## src/logic/observe_pkg.sv

```systemverilog
// Summary of operation
// Select codes 0 and 1 leave the observation pin undriven.
// Select code 2 drives the observation pin low.
// Select code 3 drives the observation pin high.
// Select code 4 routes the transmit envelope to the pin.
// Select code 5 shows transmission in progress on the pin.
// Select code 6 shows the generic secure link signal.
// Select code 7 shows the receive envelope, valid for type A lowest rate.
// Select code 8 shows reception in progress on the pin.
// Select code 9 shows the decoded receive bit stream.
// Bit 7 set puts the I/O pads in fast switching mode.
// Codes 10 to 15 keep the pin undriven; bits 6 to 4 read zero.
package observe_pkg;
  localparam logic [31:0] OBS_CTRL_ADDR   = 32'h0000_0047;
  localparam logic [31:0] OBS_CTRL_BYTE   = 32'h0000_011C;
  localparam int          PAD_FAST_BIT    = 7;
  localparam int          SEL_MSB         = 3;
  localparam logic [7:0]  OBS_CTRL_RESET  = 8'h00;
  localparam logic [7:0]  OBS_CTRL_WMASK  = 8'h8F;
  localparam logic [1:0]  RESP_OKAY       = 2'h0;
  localparam logic [1:0]  RESP_SLVERR     = 2'h2;

  typedef enum logic [3:0] {
    SEL_HIZ0     = 4'h0,
    SEL_HIZ1     = 4'h1,
    SEL_LOW      = 4'h2,
    SEL_HIGH     = 4'h3,
    SEL_TX_ENV   = 4'h4,
    SEL_TX_ACT   = 4'h5,
    SEL_LINK     = 4'h6,
    SEL_RX_ENV   = 4'h7,
    SEL_RX_ACT   = 4'h8,
    SEL_RX_BIT   = 4'h9
  } observe_sel_t;

  typedef struct packed {
    logic tx_envelope;
    logic tx_active;
    logic generic_secure_link_signal;
    logic rx_envelope;
    logic rx_active;
    logic rx_bit;
  } observe_sources_t;
endpackage

```

## src/logic/observe_pin_signal_select.sv

```systemverilog
// The implementer's own choice: register access over AXI4-Lite.
`timescale 1ns/1ps
module observe_pin_signal_select
  import observe_pkg::*;
(
  input  wire logic             aclk,
  input  wire logic             aresetn,
  input  wire logic [31:0]      s_axi_awaddr,
  input  wire logic             s_axi_awvalid,
  output logic                  s_axi_awready,
  input  wire logic [31:0]      s_axi_wdata,
  input  wire logic [3:0]       s_axi_wstrb,
  input  wire logic             s_axi_wvalid,
  output logic                  s_axi_wready,
  output logic [1:0]            s_axi_bresp,
  output logic                  s_axi_bvalid,
  input  wire logic             s_axi_bready,
  input  wire logic [31:0]      s_axi_araddr,
  input  wire logic             s_axi_arvalid,
  output logic                  s_axi_arready,
  output logic [31:0]           s_axi_rdata,
  output logic [1:0]            s_axi_rresp,
  output logic                  s_axi_rvalid,
  input  wire logic             s_axi_rready,
  input  wire observe_sources_t sources,
  output logic                  observe_output_pin,
  output logic                  observe_output_pin_oe,
  output logic                  pad_fast_switching
);

  function automatic logic addr_hit(input logic [31:0] a);
    addr_hit = ({a[31:2], 2'b00} == OBS_CTRL_BYTE);
  endfunction

  logic [7:0]  ctrl_reg;
  logic        aw_held_reg;
  logic        w_held_reg;
  logic [31:0] awaddr_reg;
  logic [7:0]  wdata_reg;
  logic        wstrb0_reg;

  wire       do_write  = aw_held_reg && w_held_reg && !s_axi_bvalid;
  wire       wr_hit    = addr_hit(awaddr_reg);
  wire       ctrl_wen  = do_write && wr_hit && wstrb0_reg;
  wire       aw_take   = s_axi_awvalid && s_axi_awready;
  wire       w_take    = s_axi_wvalid && s_axi_wready;
  wire       ar_take   = s_axi_arvalid && s_axi_arready;
  wire       ar_hit    = addr_hit(s_axi_araddr);
  wire [7:0] ctrl_next = ctrl_wen ? (wdata_reg & OBS_CTRL_WMASK) : ctrl_reg;
  wire [3:0] sel       = ctrl_reg[SEL_MSB:0];

  assign s_axi_awready = !aw_held_reg;
  assign s_axi_wready  = !w_held_reg;
  assign s_axi_arready = !s_axi_rvalid;

  always_ff @(posedge aclk) begin
    if (!aresetn) begin
      ctrl_reg     <= OBS_CTRL_RESET;
      aw_held_reg  <= 1'b0;
      w_held_reg   <= 1'b0;
      awaddr_reg   <= 32'h0000_0000;
      wdata_reg    <= 8'h00;
      wstrb0_reg   <= 1'b0;
      s_axi_bvalid <= 1'b0;
      s_axi_bresp  <= RESP_OKAY;
    end else begin
      ctrl_reg <= ctrl_next;
      if (aw_take) begin
        aw_held_reg <= 1'b1;
        awaddr_reg  <= s_axi_awaddr;
      end
      if (w_take) begin
        w_held_reg <= 1'b1;
        wdata_reg  <= s_axi_wdata[7:0];
        wstrb0_reg <= s_axi_wstrb[0];
      end
      if (do_write) begin
        aw_held_reg  <= 1'b0;
        w_held_reg   <= 1'b0;
        s_axi_bvalid <= 1'b1;
        s_axi_bresp  <= wr_hit ? RESP_OKAY : RESP_SLVERR;
      end else if (s_axi_bready) begin
        s_axi_bvalid <= 1'b0;
      end
    end
  end

  always_ff @(posedge aclk) begin
    if (!aresetn) begin
      s_axi_rvalid <= 1'b0;
      s_axi_rdata  <= 32'h0000_0000;
      s_axi_rresp  <= RESP_OKAY;
    end else if (ar_take) begin
      s_axi_rvalid <= 1'b1;
      s_axi_rdata  <= ar_hit ? {24'h000000, ctrl_reg} : 32'h0000_0000;
      s_axi_rresp  <= ar_hit ? RESP_OKAY : RESP_SLVERR;
    end else if (s_axi_rready) begin
      s_axi_rvalid <= 1'b0;
    end
  end

  logic pin_next;
  logic oe_next;
  always_comb begin
    pin_next = 1'b0;
    oe_next  = 1'b1;
    case (sel)
      SEL_HIZ0, SEL_HIZ1: oe_next = 1'b0;
      SEL_LOW:    pin_next = 1'b0;
      SEL_HIGH:   pin_next = 1'b1;
      SEL_TX_ENV: pin_next = sources.tx_envelope;
      SEL_TX_ACT: pin_next = sources.tx_active;
      SEL_LINK:   pin_next = sources.generic_secure_link_signal;
      SEL_RX_ENV: pin_next = sources.rx_envelope;
      SEL_RX_ACT: pin_next = sources.rx_active;
      SEL_RX_BIT: pin_next = sources.rx_bit;
      default:    oe_next  = 1'b0;
    endcase
  end

  always_ff @(posedge aclk) begin
    if (!aresetn) begin
      observe_output_pin    <= 1'b0;
      observe_output_pin_oe <= 1'b0;
      pad_fast_switching    <= 1'b0;
    end else begin
      observe_output_pin    <= pin_next;
      observe_output_pin_oe <= oe_next;
      pad_fast_switching    <= ctrl_reg[PAD_FAST_BIT];
    end
  end
endmodule // observe_pin_signal_select

```

## config.mk

```make
export PLATFORM = sky130hd
export DESIGN_NAME = observe_pin_signal_select
export DESIGN_NICKNAME = d
export VERILOG_FILES = /design/src/logic/observe_pkg.sv /design/src/logic/observe_pin_signal_select.sv
export SDC_FILE = /design/constraint.sdc
export NUM_CORES = 1
export LEC_CHECK = 0
export BUFFER_PORTS_ARGS = -buffer_cell sky130_fd_sc_hd__buf_2
export CORE_MARGIN = 2
export CORE_UTILIZATION = 43
export CTS_CLUSTER_SIZE = 12
export DETAILED_ROUTE_END_ITERATION = 10
export HOLD_SLACK_MARGIN = 0.05
export PLACE_DENSITY = 0.88
export SETUP_SLACK_MARGIN = 0.05
export SLEW_MARGIN = 20
export SYNTH_ARGS = -nofsm -noshare
export SYNTH_HDL_FRONTEND = slang
export SYNTH_SLANG_ARGS = --single-unit
export TNS_END_PERCENT = 100
```

## constraint.sdc

```tcl
create_clock -name aclk -period 1.9 [get_ports aclk]
set_clock_uncertainty 0.2 [all_clocks]
set_input_delay 0.38 -clock aclk [delete_from_list [all_inputs] [get_ports aclk]]
set_output_delay 0.38 -clock aclk [all_outputs]
set_load 0.05 [all_outputs]
```

* Yosys cells after proc, flatten, opt, wreduce, memory -nomap -nowiden
Index checks and enable logic that the tools add are counted.
** Storage, ports and cells
- Bits in registers :: 89
- Output and inout bits :: 44
** Operators by class
- Equality and inequality tests :: 10
- Mux-type cells :: 9
- Bitwise operators :: 1
- Reductions and logical operators :: 15
** Operators by type and width (number)
- $eq 30x7->1 const B :: 2
- $eq 4x3->1 const B :: 4
- $eq 4x2->1 const B :: 2
- $eq 4x4->1 const B :: 2
- $mux 8 :: 1
- $reduce_or 8->1 :: 1
- $logic_and 1x1->1 :: 7
- $pmux 1 s7 :: 1
- $mux 1 :: 5
- $logic_not 1->1 :: 4
- $mux 2 :: 2
- $reduce_bool 2->1 :: 2
- $reduce_or 2->1 :: 1
- $not 1->1 :: 1

* Logic depth before layout (Yosys ltp)
Gate-level depths: netlist of run 1.
- Depth in word-level cells :: 4
- Mapped depth :: 5

* Least setup slack after synthesis of run 1
No wires, ideal clock.
- Kind :: reg2reg
- Start :: reg s_axi_bvalid
- End :: reg ctrl_reg[0]
- Library setup time :: 0.072 ns
- Arrival :: 1.441 ns
- Path slack :: 0.188 ns
- Stages on the path, launching flop included :: 5
- Path buffers :: 0
- Clock period less this slack :: 1.712 ns
- Cells stage by stage :: dfxtp_1 and3b_1 nand3_1 nor4_4 mux2i_1
** On the way
- Word-level cells in the longest chain between the ends :: 4
** RTL lines
- start, declared :: RTL line observe_pin_signal_select.sv:16 : output logic s_axi_bvalid,
- start signal, assigned :: RTL line observe_pin_signal_select.sv:64 : s_axi_bvalid <= 1'b0;
- start signal, assigned :: RTL line observe_pin_signal_select.sv:80 : s_axi_bvalid <= 1'b1;
- start signal, assigned :: RTL line observe_pin_signal_select.sv:83 : s_axi_bvalid <= 1'b0;
- $logic_not 1->1 :: RTL line observe_pin_signal_select.sv:42 : wire do_write = aw_held_reg && w_held_reg && !s_axi_bvalid;
- $logic_and 1x1->1 :: RTL line observe_pin_signal_select.sv:42
- $logic_and 1x1->1 (2 in series) :: RTL line observe_pin_signal_select.sv:44 : wire ctrl_wen = do_write && wr_hit && wstrb0_reg;
- end signal, assigned :: RTL line observe_pin_signal_select.sv:67 : ctrl_reg <= ctrl_next;
- end, declared :: RTL line observe_pin_signal_select.sv:35 : logic [7:0] ctrl_reg;
Every way passes these cells.
A chain may end at the register's enable or synchronous reset.

* Worst setup path after layout of run 1
- Start :: reg awaddr_reg[16]
- End :: reg ctrl_reg[2]
** On the way
- Word-level cells in the longest chain between the ends :: 3
** RTL lines
- start, declared :: RTL line observe_pin_signal_select.sv:38 : logic [31:0] awaddr_reg;
- start signal, assigned :: RTL line observe_pin_signal_select.sv:70 : awaddr_reg <= s_axi_awaddr;
- $eq 30x7->1 :: RTL line observe_pin_signal_select.sv:32 : addr_hit = ({a[31:2], 2'b00} == OBS_CTRL_BYTE);
- $logic_and 1x1->1 (2 in series) :: RTL line observe_pin_signal_select.sv:44
Every way passes these cells.

==> summary.md, run 1 <==
| Metric | Value |
|---|---|
| Status | `complete, no violations` |
| Worst-case clock buffer depth | `2` |
| DRT Wirelength | `5.39 mm` |
| Wire per inst | `11.6 um` |
| Die area | `roughly 0.0065 mm^2` |
| Die Y-Extent | `80.5 um` |
| CP max FO | `5` |
| Post-synth top flop | `dfxtp_1` |
| LEAKAGE | `1.40 nW` |
| Die Width | `just over 80 um` |
| Most common cell after layout, fill and taps aside | `buf_2` |
| Commonest cells after routing, fill and taps aside | `buf_2, nand2_1, dfxtp_1` |
| Antenna violations before repair | `0` |
| R2r setup slk | `0.17 ns` |
| Max-Cap Viols | `0` |
| First-pass DRT Iterations | `4` |
| Post-synthesis async set-or-reset flop share | `0` |
| Setup TNS | `0 ns` |
| Max reg flops | `30` |
| CP Class | `reg2reg` |
| Post-DP HPWL | `4.30 mm` |
| Crit end category | `flip-flop` |
| Final Hold Vio Count | `0` |
| Reg2Reg Depth | `5` |
| Critical-path top delay cell | `dfxtp_1` |
| Congestion Overflow GR | `0` |
| Minimum clock period | `about 1.7 ns` |
| Vias | `2,176` |
| Number of global-route vias before repair | `about 1,900` |
| Port Buf Inserts | `93` |
| Worst Hold Class | `in2reg` |
| Final worst path period share | `0.912` |
| Share of cells above drive strength 1 | `0.309` |
| RSZ-0062 raised after global routing | `yes` |
| Core region area | `~0.0056 mm^2` |
| Antenna diodes | `0` |
| Max IR drop VDD | `0.000593 V` |
| Initial Util | `0.451` |
| #FFs+latches synth | `55` |
| Worst hold endpoint | `w_held_reg$_SDFFE_PP0P_` |
| Io pins | `157` |
| Layout area overhead | `23.6%` |
| Post-route ant nets | `0` |
| Synth Warn # | `0` |
| Sequential area share after synthesis | `0.438` |
| Pwr/cell area | `741 mW/mm^2` |
| GR Util All Layers | `0.158` |
| Num CTS Buffers | `5` |
| CTS Root Buffer Type | `clkbuf_8` |
| Nets | `504` |
| CTS tree | `built` |
| FP Rows | `27` |
| Skew-Pair Late Insertion Delay | `0.30 ns` |
| Launching element type of the critical path | `flip-flop` |
| R2r startpoint | `awaddr_reg[16]$_SDFFE_PN0P_` |
| Clk slew on worst S/H paths | `0.09 ns` |
| Avg Synthesized Cell Area | `roughly 8.6 um^2` |
| Hold Startpoint | `s_axi_wvalid` |
| Clock sink total | `55` |
| Final setup fails | `0` |
| Critical Path RT | `between 1.5 and 2 ns` |
| FMAX | `0.577 GHz` |
| Worst R2R End | `ctrl_reg[2]$_SDFFE_PN0P_` |
| Gpl congestion | `between 0.7 and 0.8` |
| Drt initial violations | `64` |
| Cells after Synth | `293` |
| Fin. max-slew vios | `0` |
| CP arrival | `1.76 ns` |
| Hold path depth | `3` |
| Post-synth EDFFs | `0` |
| H-Tree Depth | `2` |
| Crit-path cells | `nor4_2, nand3_1, nor4_4, buf_4, mux2i_1` |
| Synth unique cells | `33` |
| Cell Area, Synth | `0.00252 mm^2` |
| Max stage delay on crit path | `0.34 ns` |
| Via-to-Cell Ratio | `4.69` |
| Number of fill cells | `518` |
| Maximum number of pins on one net before global-route repair | `30` |
| First-pass GRT wire length | `~8 mm` |
| Remaining DRCs | `0` |
| Final core utilization | `0.558` |
[synthesized netlist by cell type, drive strengths merged (2+ instances only)]
cell,instances,share of area
o31ai,6,0.018
o21ai,2,0.0040
nor3,4,0.0080
inv,11,0.016
nand2,78,0.12
mux2i,12,0.048
nor2b,9,0.022
buf,29,0.087
nor4b,5,0.026
a21oi,2,0.0040
nand4,3,0.0075
clkbuf,13,0.019
nand3,3,0.0080
nor2,6,0.0090
nor4,10,0.036
a21boi,30,0.090
and2,5,0.012
dfxtp,55,0.44
[how the worst max path moves through the flow]
stage,startpoint,endpoint,slack (ns)
4_1_cts,awaddr_reg[14]$_SDFFE_PN0P_,ctrl_reg[2]$_SDFFE_PN0P_,0.07
6_report,awaddr_reg[16]$_SDFFE_PN0P_,ctrl_reg[2]$_SDFFE_PN0P_,0.17
3_5_place_dp,s_axi_araddr[27],s_axi_rdata[7]$_SDFFE_PN0P_,0.06
3_3_place_gp,s_axi_araddr[6],s_axi_rdata[7]$_SDFFE_PN0P_,0.16
2_1_floorplan,s_axi_bvalid$_SDFFE_PN0P_,ctrl_reg[0]$_SDFFE_PN0P_,0.19
5_1_grt,awaddr_reg[16]$_SDFFE_PN0P_,ctrl_reg[3]$_SDFFE_PN0P_,0.02
[layer usage]
metal | global-route usage | up-vias | routed length [um]
li1 | - | 1110 | -
met1 | 0.181 | 985 | 2260
met2 | 0.288 | 75 | 2700
met3 | 0.0360 | 6 | 378
met4 | 0.0475 | 0 | 55
met5 | 0 | - | 0
[where the power goes]
part	total (mW)	internal, mW	switching, mW
logic	0.443	0.152	0.291
clock network	0.618	0.260	0.358
registers	1.24	1.21	0.0356
[cell families (layout without fill, tap and decap cells)]
logic type | Yosys count | after routing | synth area share
AO/OA/AOI/OAI | 44 | 44 | 0.131
buffers and inverters | 53 | 124 | 0.122
AND/OR/NAND/NOR | 128 | 128 | 0.260
other | 1 | 29 | 0.00149
flip-flops | 55 | 55 | 0.438
multiplexers | 12 | 12 | 0.0477
[metrics by stage]
step	hold slack, ns	power (mW)	worst slack (ns)	instance area [um^2]	cells
floorplan	0.227	1.61	0.188	2620	321
global placement	0.242	1.70	0.165	2990	453
detailed placement	0.256	1.71	0.0624	2990	453
CTS	0.0902	2.32	0.0745	3070	461
global route	0.121	2.42	0.0205	3110	464
finish	0.0909	2.30	0.167	3110	464
[worst max-delay path: cells and delay by family, from the launching register on]
family	cells	cell delay [ns]
and+or+nand+nor	3	0.73
DFF	1	0.34
muxes	1	0.20
buffers and inverters	1	0.19
[timing repair]
action	CTS	global route
resized for setup	0	2
buffers inserted	0	3
hold buffers	0	0
setup endpoints to repair	0	5
[cell type report]
type	count	area (um^2)	area share
well taps	72	90.1	0.0290
inverters	11	41.3	0.0133
repair buffers	105	568	0.183
multi-input cells	213	1230	0.395
clock inverters	1	5.00	0.00161
clock buffers	7	76.3	0.0245
flip-flops and latches	55	1100	0.354
No activity file was read; power rests on OpenSTA's default activity.
==> run 2: changes to the inputs <==
--- a/config.mk
+++ b/config.mk
@@ -6,6 +6,7 @@
 export NUM_CORES = 1
 export LEC_CHECK = 0
 export BUFFER_PORTS_ARGS = -buffer_cell sky130_fd_sc_hd__buf_2
+export CORE_ASPECT_RATIO = 0.6
 export CORE_MARGIN = 2
 export CORE_UTILIZATION = 43
 export CTS_CLUSTER_SIZE = 12
==> run 2 against run 1 <==
  * Die area increased by 0.31%
  * Flip-flop and latch count did not move
  * Non-clock buffer count fell by 4
  * Utilization grew 0.43 points
  * Sequential power is essentially flat
  * Design area is 1.6% higher
  * Setup slack worse by 0.025 ns
  * Cell count up 0.86%
  * Power grew 13%
  * Worst hold slack lost 0.017 ns
  * Combinational power rose by 0.9%
  * Critical path type unchanged
  * Global-route usage rose by 1.7 points
==> summary.md, run 2 (synthesized netlist as in run 1, its figures left out) <==
| Metric | Value |
|---|---|
| Status | `complete, no violations` |
| Hold path depth | `3 (unchanged)` |
| Hold Startpoint | `s_axi_wvalid` |
| Number of fill cells | `541 (+4.4%)` |
| Initial Util | `0.447 (-0.00392)` |
| Final core utilization | `0.562 (+0.00428)` |
| Final Hold Vio Count | `0 (unchanged)` |
| Setup TNS | `0 ns (unchanged)` |
| Final cell count without fillers | `468 (+0.86%)` |
| Launching element type of the critical path | `flip-flop` |
| Most common cell after layout, fill and taps aside | `buf_2` |
| Routed length on met2 | `2.64 mm (-2.1%)` |
| Port Buf Inserts | `93 (unchanged)` |
| Die Y-Extent | `63.3 um (-21%)` |
| Wire per inst | `12.2 um (+5.2%)` |
| Placed instance count | `459 (+1.3%)` |
| First-pass GRT wire length | `9.05 mm (+13%)` |
| Reg2Reg Depth | `6 (+1)` |
| Antenna diodes | `0 (unchanged)` |
| Max reg flops | `30 (unchanged)` |
| LEAKAGE | `1.41 nW (+0.74%)` |
| Post-CTS Hold Fix Bufs | `0 (unchanged)` |
| FP Rows | `21 (-22%)` |
| Layout area overhead | `25.6%` |
| FMAX | `0.569 GHz (-1.4%)` |
| Share of cells above drive strength 1 | `0.307 (-0.00197)` |
| Sw Pwr | `720 uW (+5.1%)` |
| Worst hold endpoint | `w_held_reg$_SDFFE_PP0P_` |
| Internal power | `1.88 mW (+16%)` |
| M1 wire length | `2.73 mm (+21%)` |
| Met3 wire length | `292 um (-23%)` |
| CTS tree | `built` |
| First-pass DRT Iterations | `4 (unchanged)` |
| Worst-case clock buffer depth | `2 (unchanged)` |
| Congestion Overflow GR | `0 (unchanged)` |
| CTS Root Buffer Type | `clkbuf_8` |
| Fin. max-slew vios | `0 (unchanged)` |
| Nets | `500 (-0.79%)` |
| R2r setup slk | `0.14 ns (-0.02 ns)` |
| Critical Path RT | `1.95 ns (+0.02 ns)` |
| Net Sw Frac | `0.276 (-0.0208)` |
| Via-to-Cell Ratio | `4.63 (-1.3%)` |
| Remaining DRCs | `0 (unchanged)` |
| Hold WS | `0.0743 ns (-0.0166 ns)` |
| Crit end category | `flip-flop` |
| RSZ-0062 raised after global routing | `yes` |
| Die Width | `103 um (+28%)` |
| Maximum number of pins on one net before global-route repair | `31 (+3.3%)` |
| Max-Cap Viols | `0 (unchanged)` |
| Vias | `2,166 (-0.46%)` |
| Skew-Pair Late Insertion Delay | `0.31 ns (about the same)` |
| Proportion of power drawn by the clock network | `0.349 (+0.081)` |
| Gpl congestion | `0.849 (+15%)` |
| Max IR drop VDD | `0.000381 V (-36%)` |
| Io pins | `157 (unchanged)` |
| DRT Wirelength | `5.72 mm (+6.1%)` |
| Seq pwr share | `0.480 (-0.059)` |
| Pwr/cell area | `824 mW/mm^2 (+11%)` |
| Commonest cells after routing, fill and taps aside | `buf_2, nand2_1, dfxtp_1` |
| Final setup fails | `0 (unchanged)` |
| Logic pwr share | `0.172 (-0.020)` |
| CP Class | `reg2reg` |
| Drt initial violations | `82 (+28%)` |
| Number of global-route vias before repair | `1,948 (+3.5%)` |
| Num CTS Buffers | `5 (unchanged)` |
| Post-DP HPWL | `4.45 mm (+3.6%)` |
| Clk slew on worst S/H paths | `0.11 ns (+0.02 ns)` |
| Worst Hold Class | `in2reg` |
| Worst R2R End | `ctrl_reg[3]$_SDFFE_PN0P_` |
| Minimum clock period | `1.76 ns (+0.0248 ns)` |
| Die area | `0.00650 mm^2 (+0.31%)` |
| Clock sink total | `55 (unchanged)` |
| DR top layer | `met4` |
| R2r startpoint | `awaddr_reg[19]$_SDFFE_PN0P_` |
| H-Tree Depth | `2 (unchanged)` |
| Core region area | `0.00562 mm^2 (+0.88%)` |
| GR Util All Layers | `0.175 (+0.0174)` |
| CP arrival | `1.81 ns (+0.05 ns)` |
| Post-route ant nets | `0 (unchanged)` |
| Antenna violations before repair | `0 (unchanged)` |
| CP max FO | `5 (unchanged)` |
| Final worst path period share | `0.925 (+0.0130)` |
[run 2: cell count changes in the layout (fill, tap and decap cells not counted), sizes merged]
cell	delta
buf	-4
bufinv	+2
clkbuf	-2
clkinv	-1
clkinvlp	+1
[run 2: routing by layer]
metal	vias to the layer above	GRT usage
met3	7	0.0300
met2	65	0.276
met5	-	0
met1	991	0.249
met4	0	0.0444
li1	1103	-
[run 2: cell type report]
class / instances / area [um^2] / area share
clock buffer: 5 / 68.8 / 0.0218
timing repair buffer: 101 / 529 / 0.167
tap: 80 / 100 / 0.0317
sequential: 55 / 1100 / 0.348
clock inverter: 3 / 67.6 / 0.0214
multi-input combinational: 213 / 1250 / 0.396
inverter: 11 / 41.3 / 0.0131
[run 2: per-stage QoR]
step           setup slack, ns  instance area [um^2]  power, mW
2_1_floorplan            0.188                  2620       1.61
3_3_place_gp            0.0911                  2980       1.70
3_5_place_dp            0.0801                  2980       1.71
4_1_cts                 0.0596                  3110       2.61
5_1_grt                 0.0458                  3160       2.73
6_report                 0.143                  3160       2.60
[run 2: worst max-delay path: stages (launching register included)]
cell     delay [ns]
dfxtp_1        0.35
nor4_4         0.31
buf_4          0.16
nand3_2        0.09
nor4_4         0.24
buf_6          0.17
mux2i_1        0.19
[run 2: what timing repair did]
item,CTS,global route
setup endpoints to repair,0,9
setup buffers,0,1
resized for setup,0,6
[run 2: worst max-delay path by stage]
stage                     slack (ns)                     endpoint                   startpoint  depth (start not counted)
after floorplan                 0.19     ctrl_reg[0]$_SDFFE_PN0P_    s_axi_bvalid$_SDFFE_PN0P_                          4
after global placement          0.09     ctrl_reg[2]$_SDFFE_PN0P_  awaddr_reg[16]$_SDFFE_PN0P_                          6
after detailed placement        0.08  s_axi_rdata[1]$_SDFFE_PN0P_             s_axi_araddr[27]                          5
after CTS                       0.06     ctrl_reg[3]$_SDFFE_PN0P_  awaddr_reg[16]$_SDFFE_PN0P_                          6
after global routing            0.05     ctrl_reg[2]$_SDFFE_PN0P_  awaddr_reg[19]$_SDFFE_PN0P_                          6
final                           0.14     ctrl_reg[3]$_SDFFE_PN0P_  awaddr_reg[19]$_SDFFE_PN0P_                          6
[run 2: power by group through the flow]
stage / clock network (mW) / logic, mW / registers (mW)
floorplan: 0 / 0.332 / 1.28
global placement: 0 / 0.428 / 1.27
detailed placement: 0 / 0.438 / 1.27
CTS: 0.923 / 0.439 / 1.24
global route: 0.983 / 0.488 / 1.26
finish: 0.908 / 0.447 / 1.25
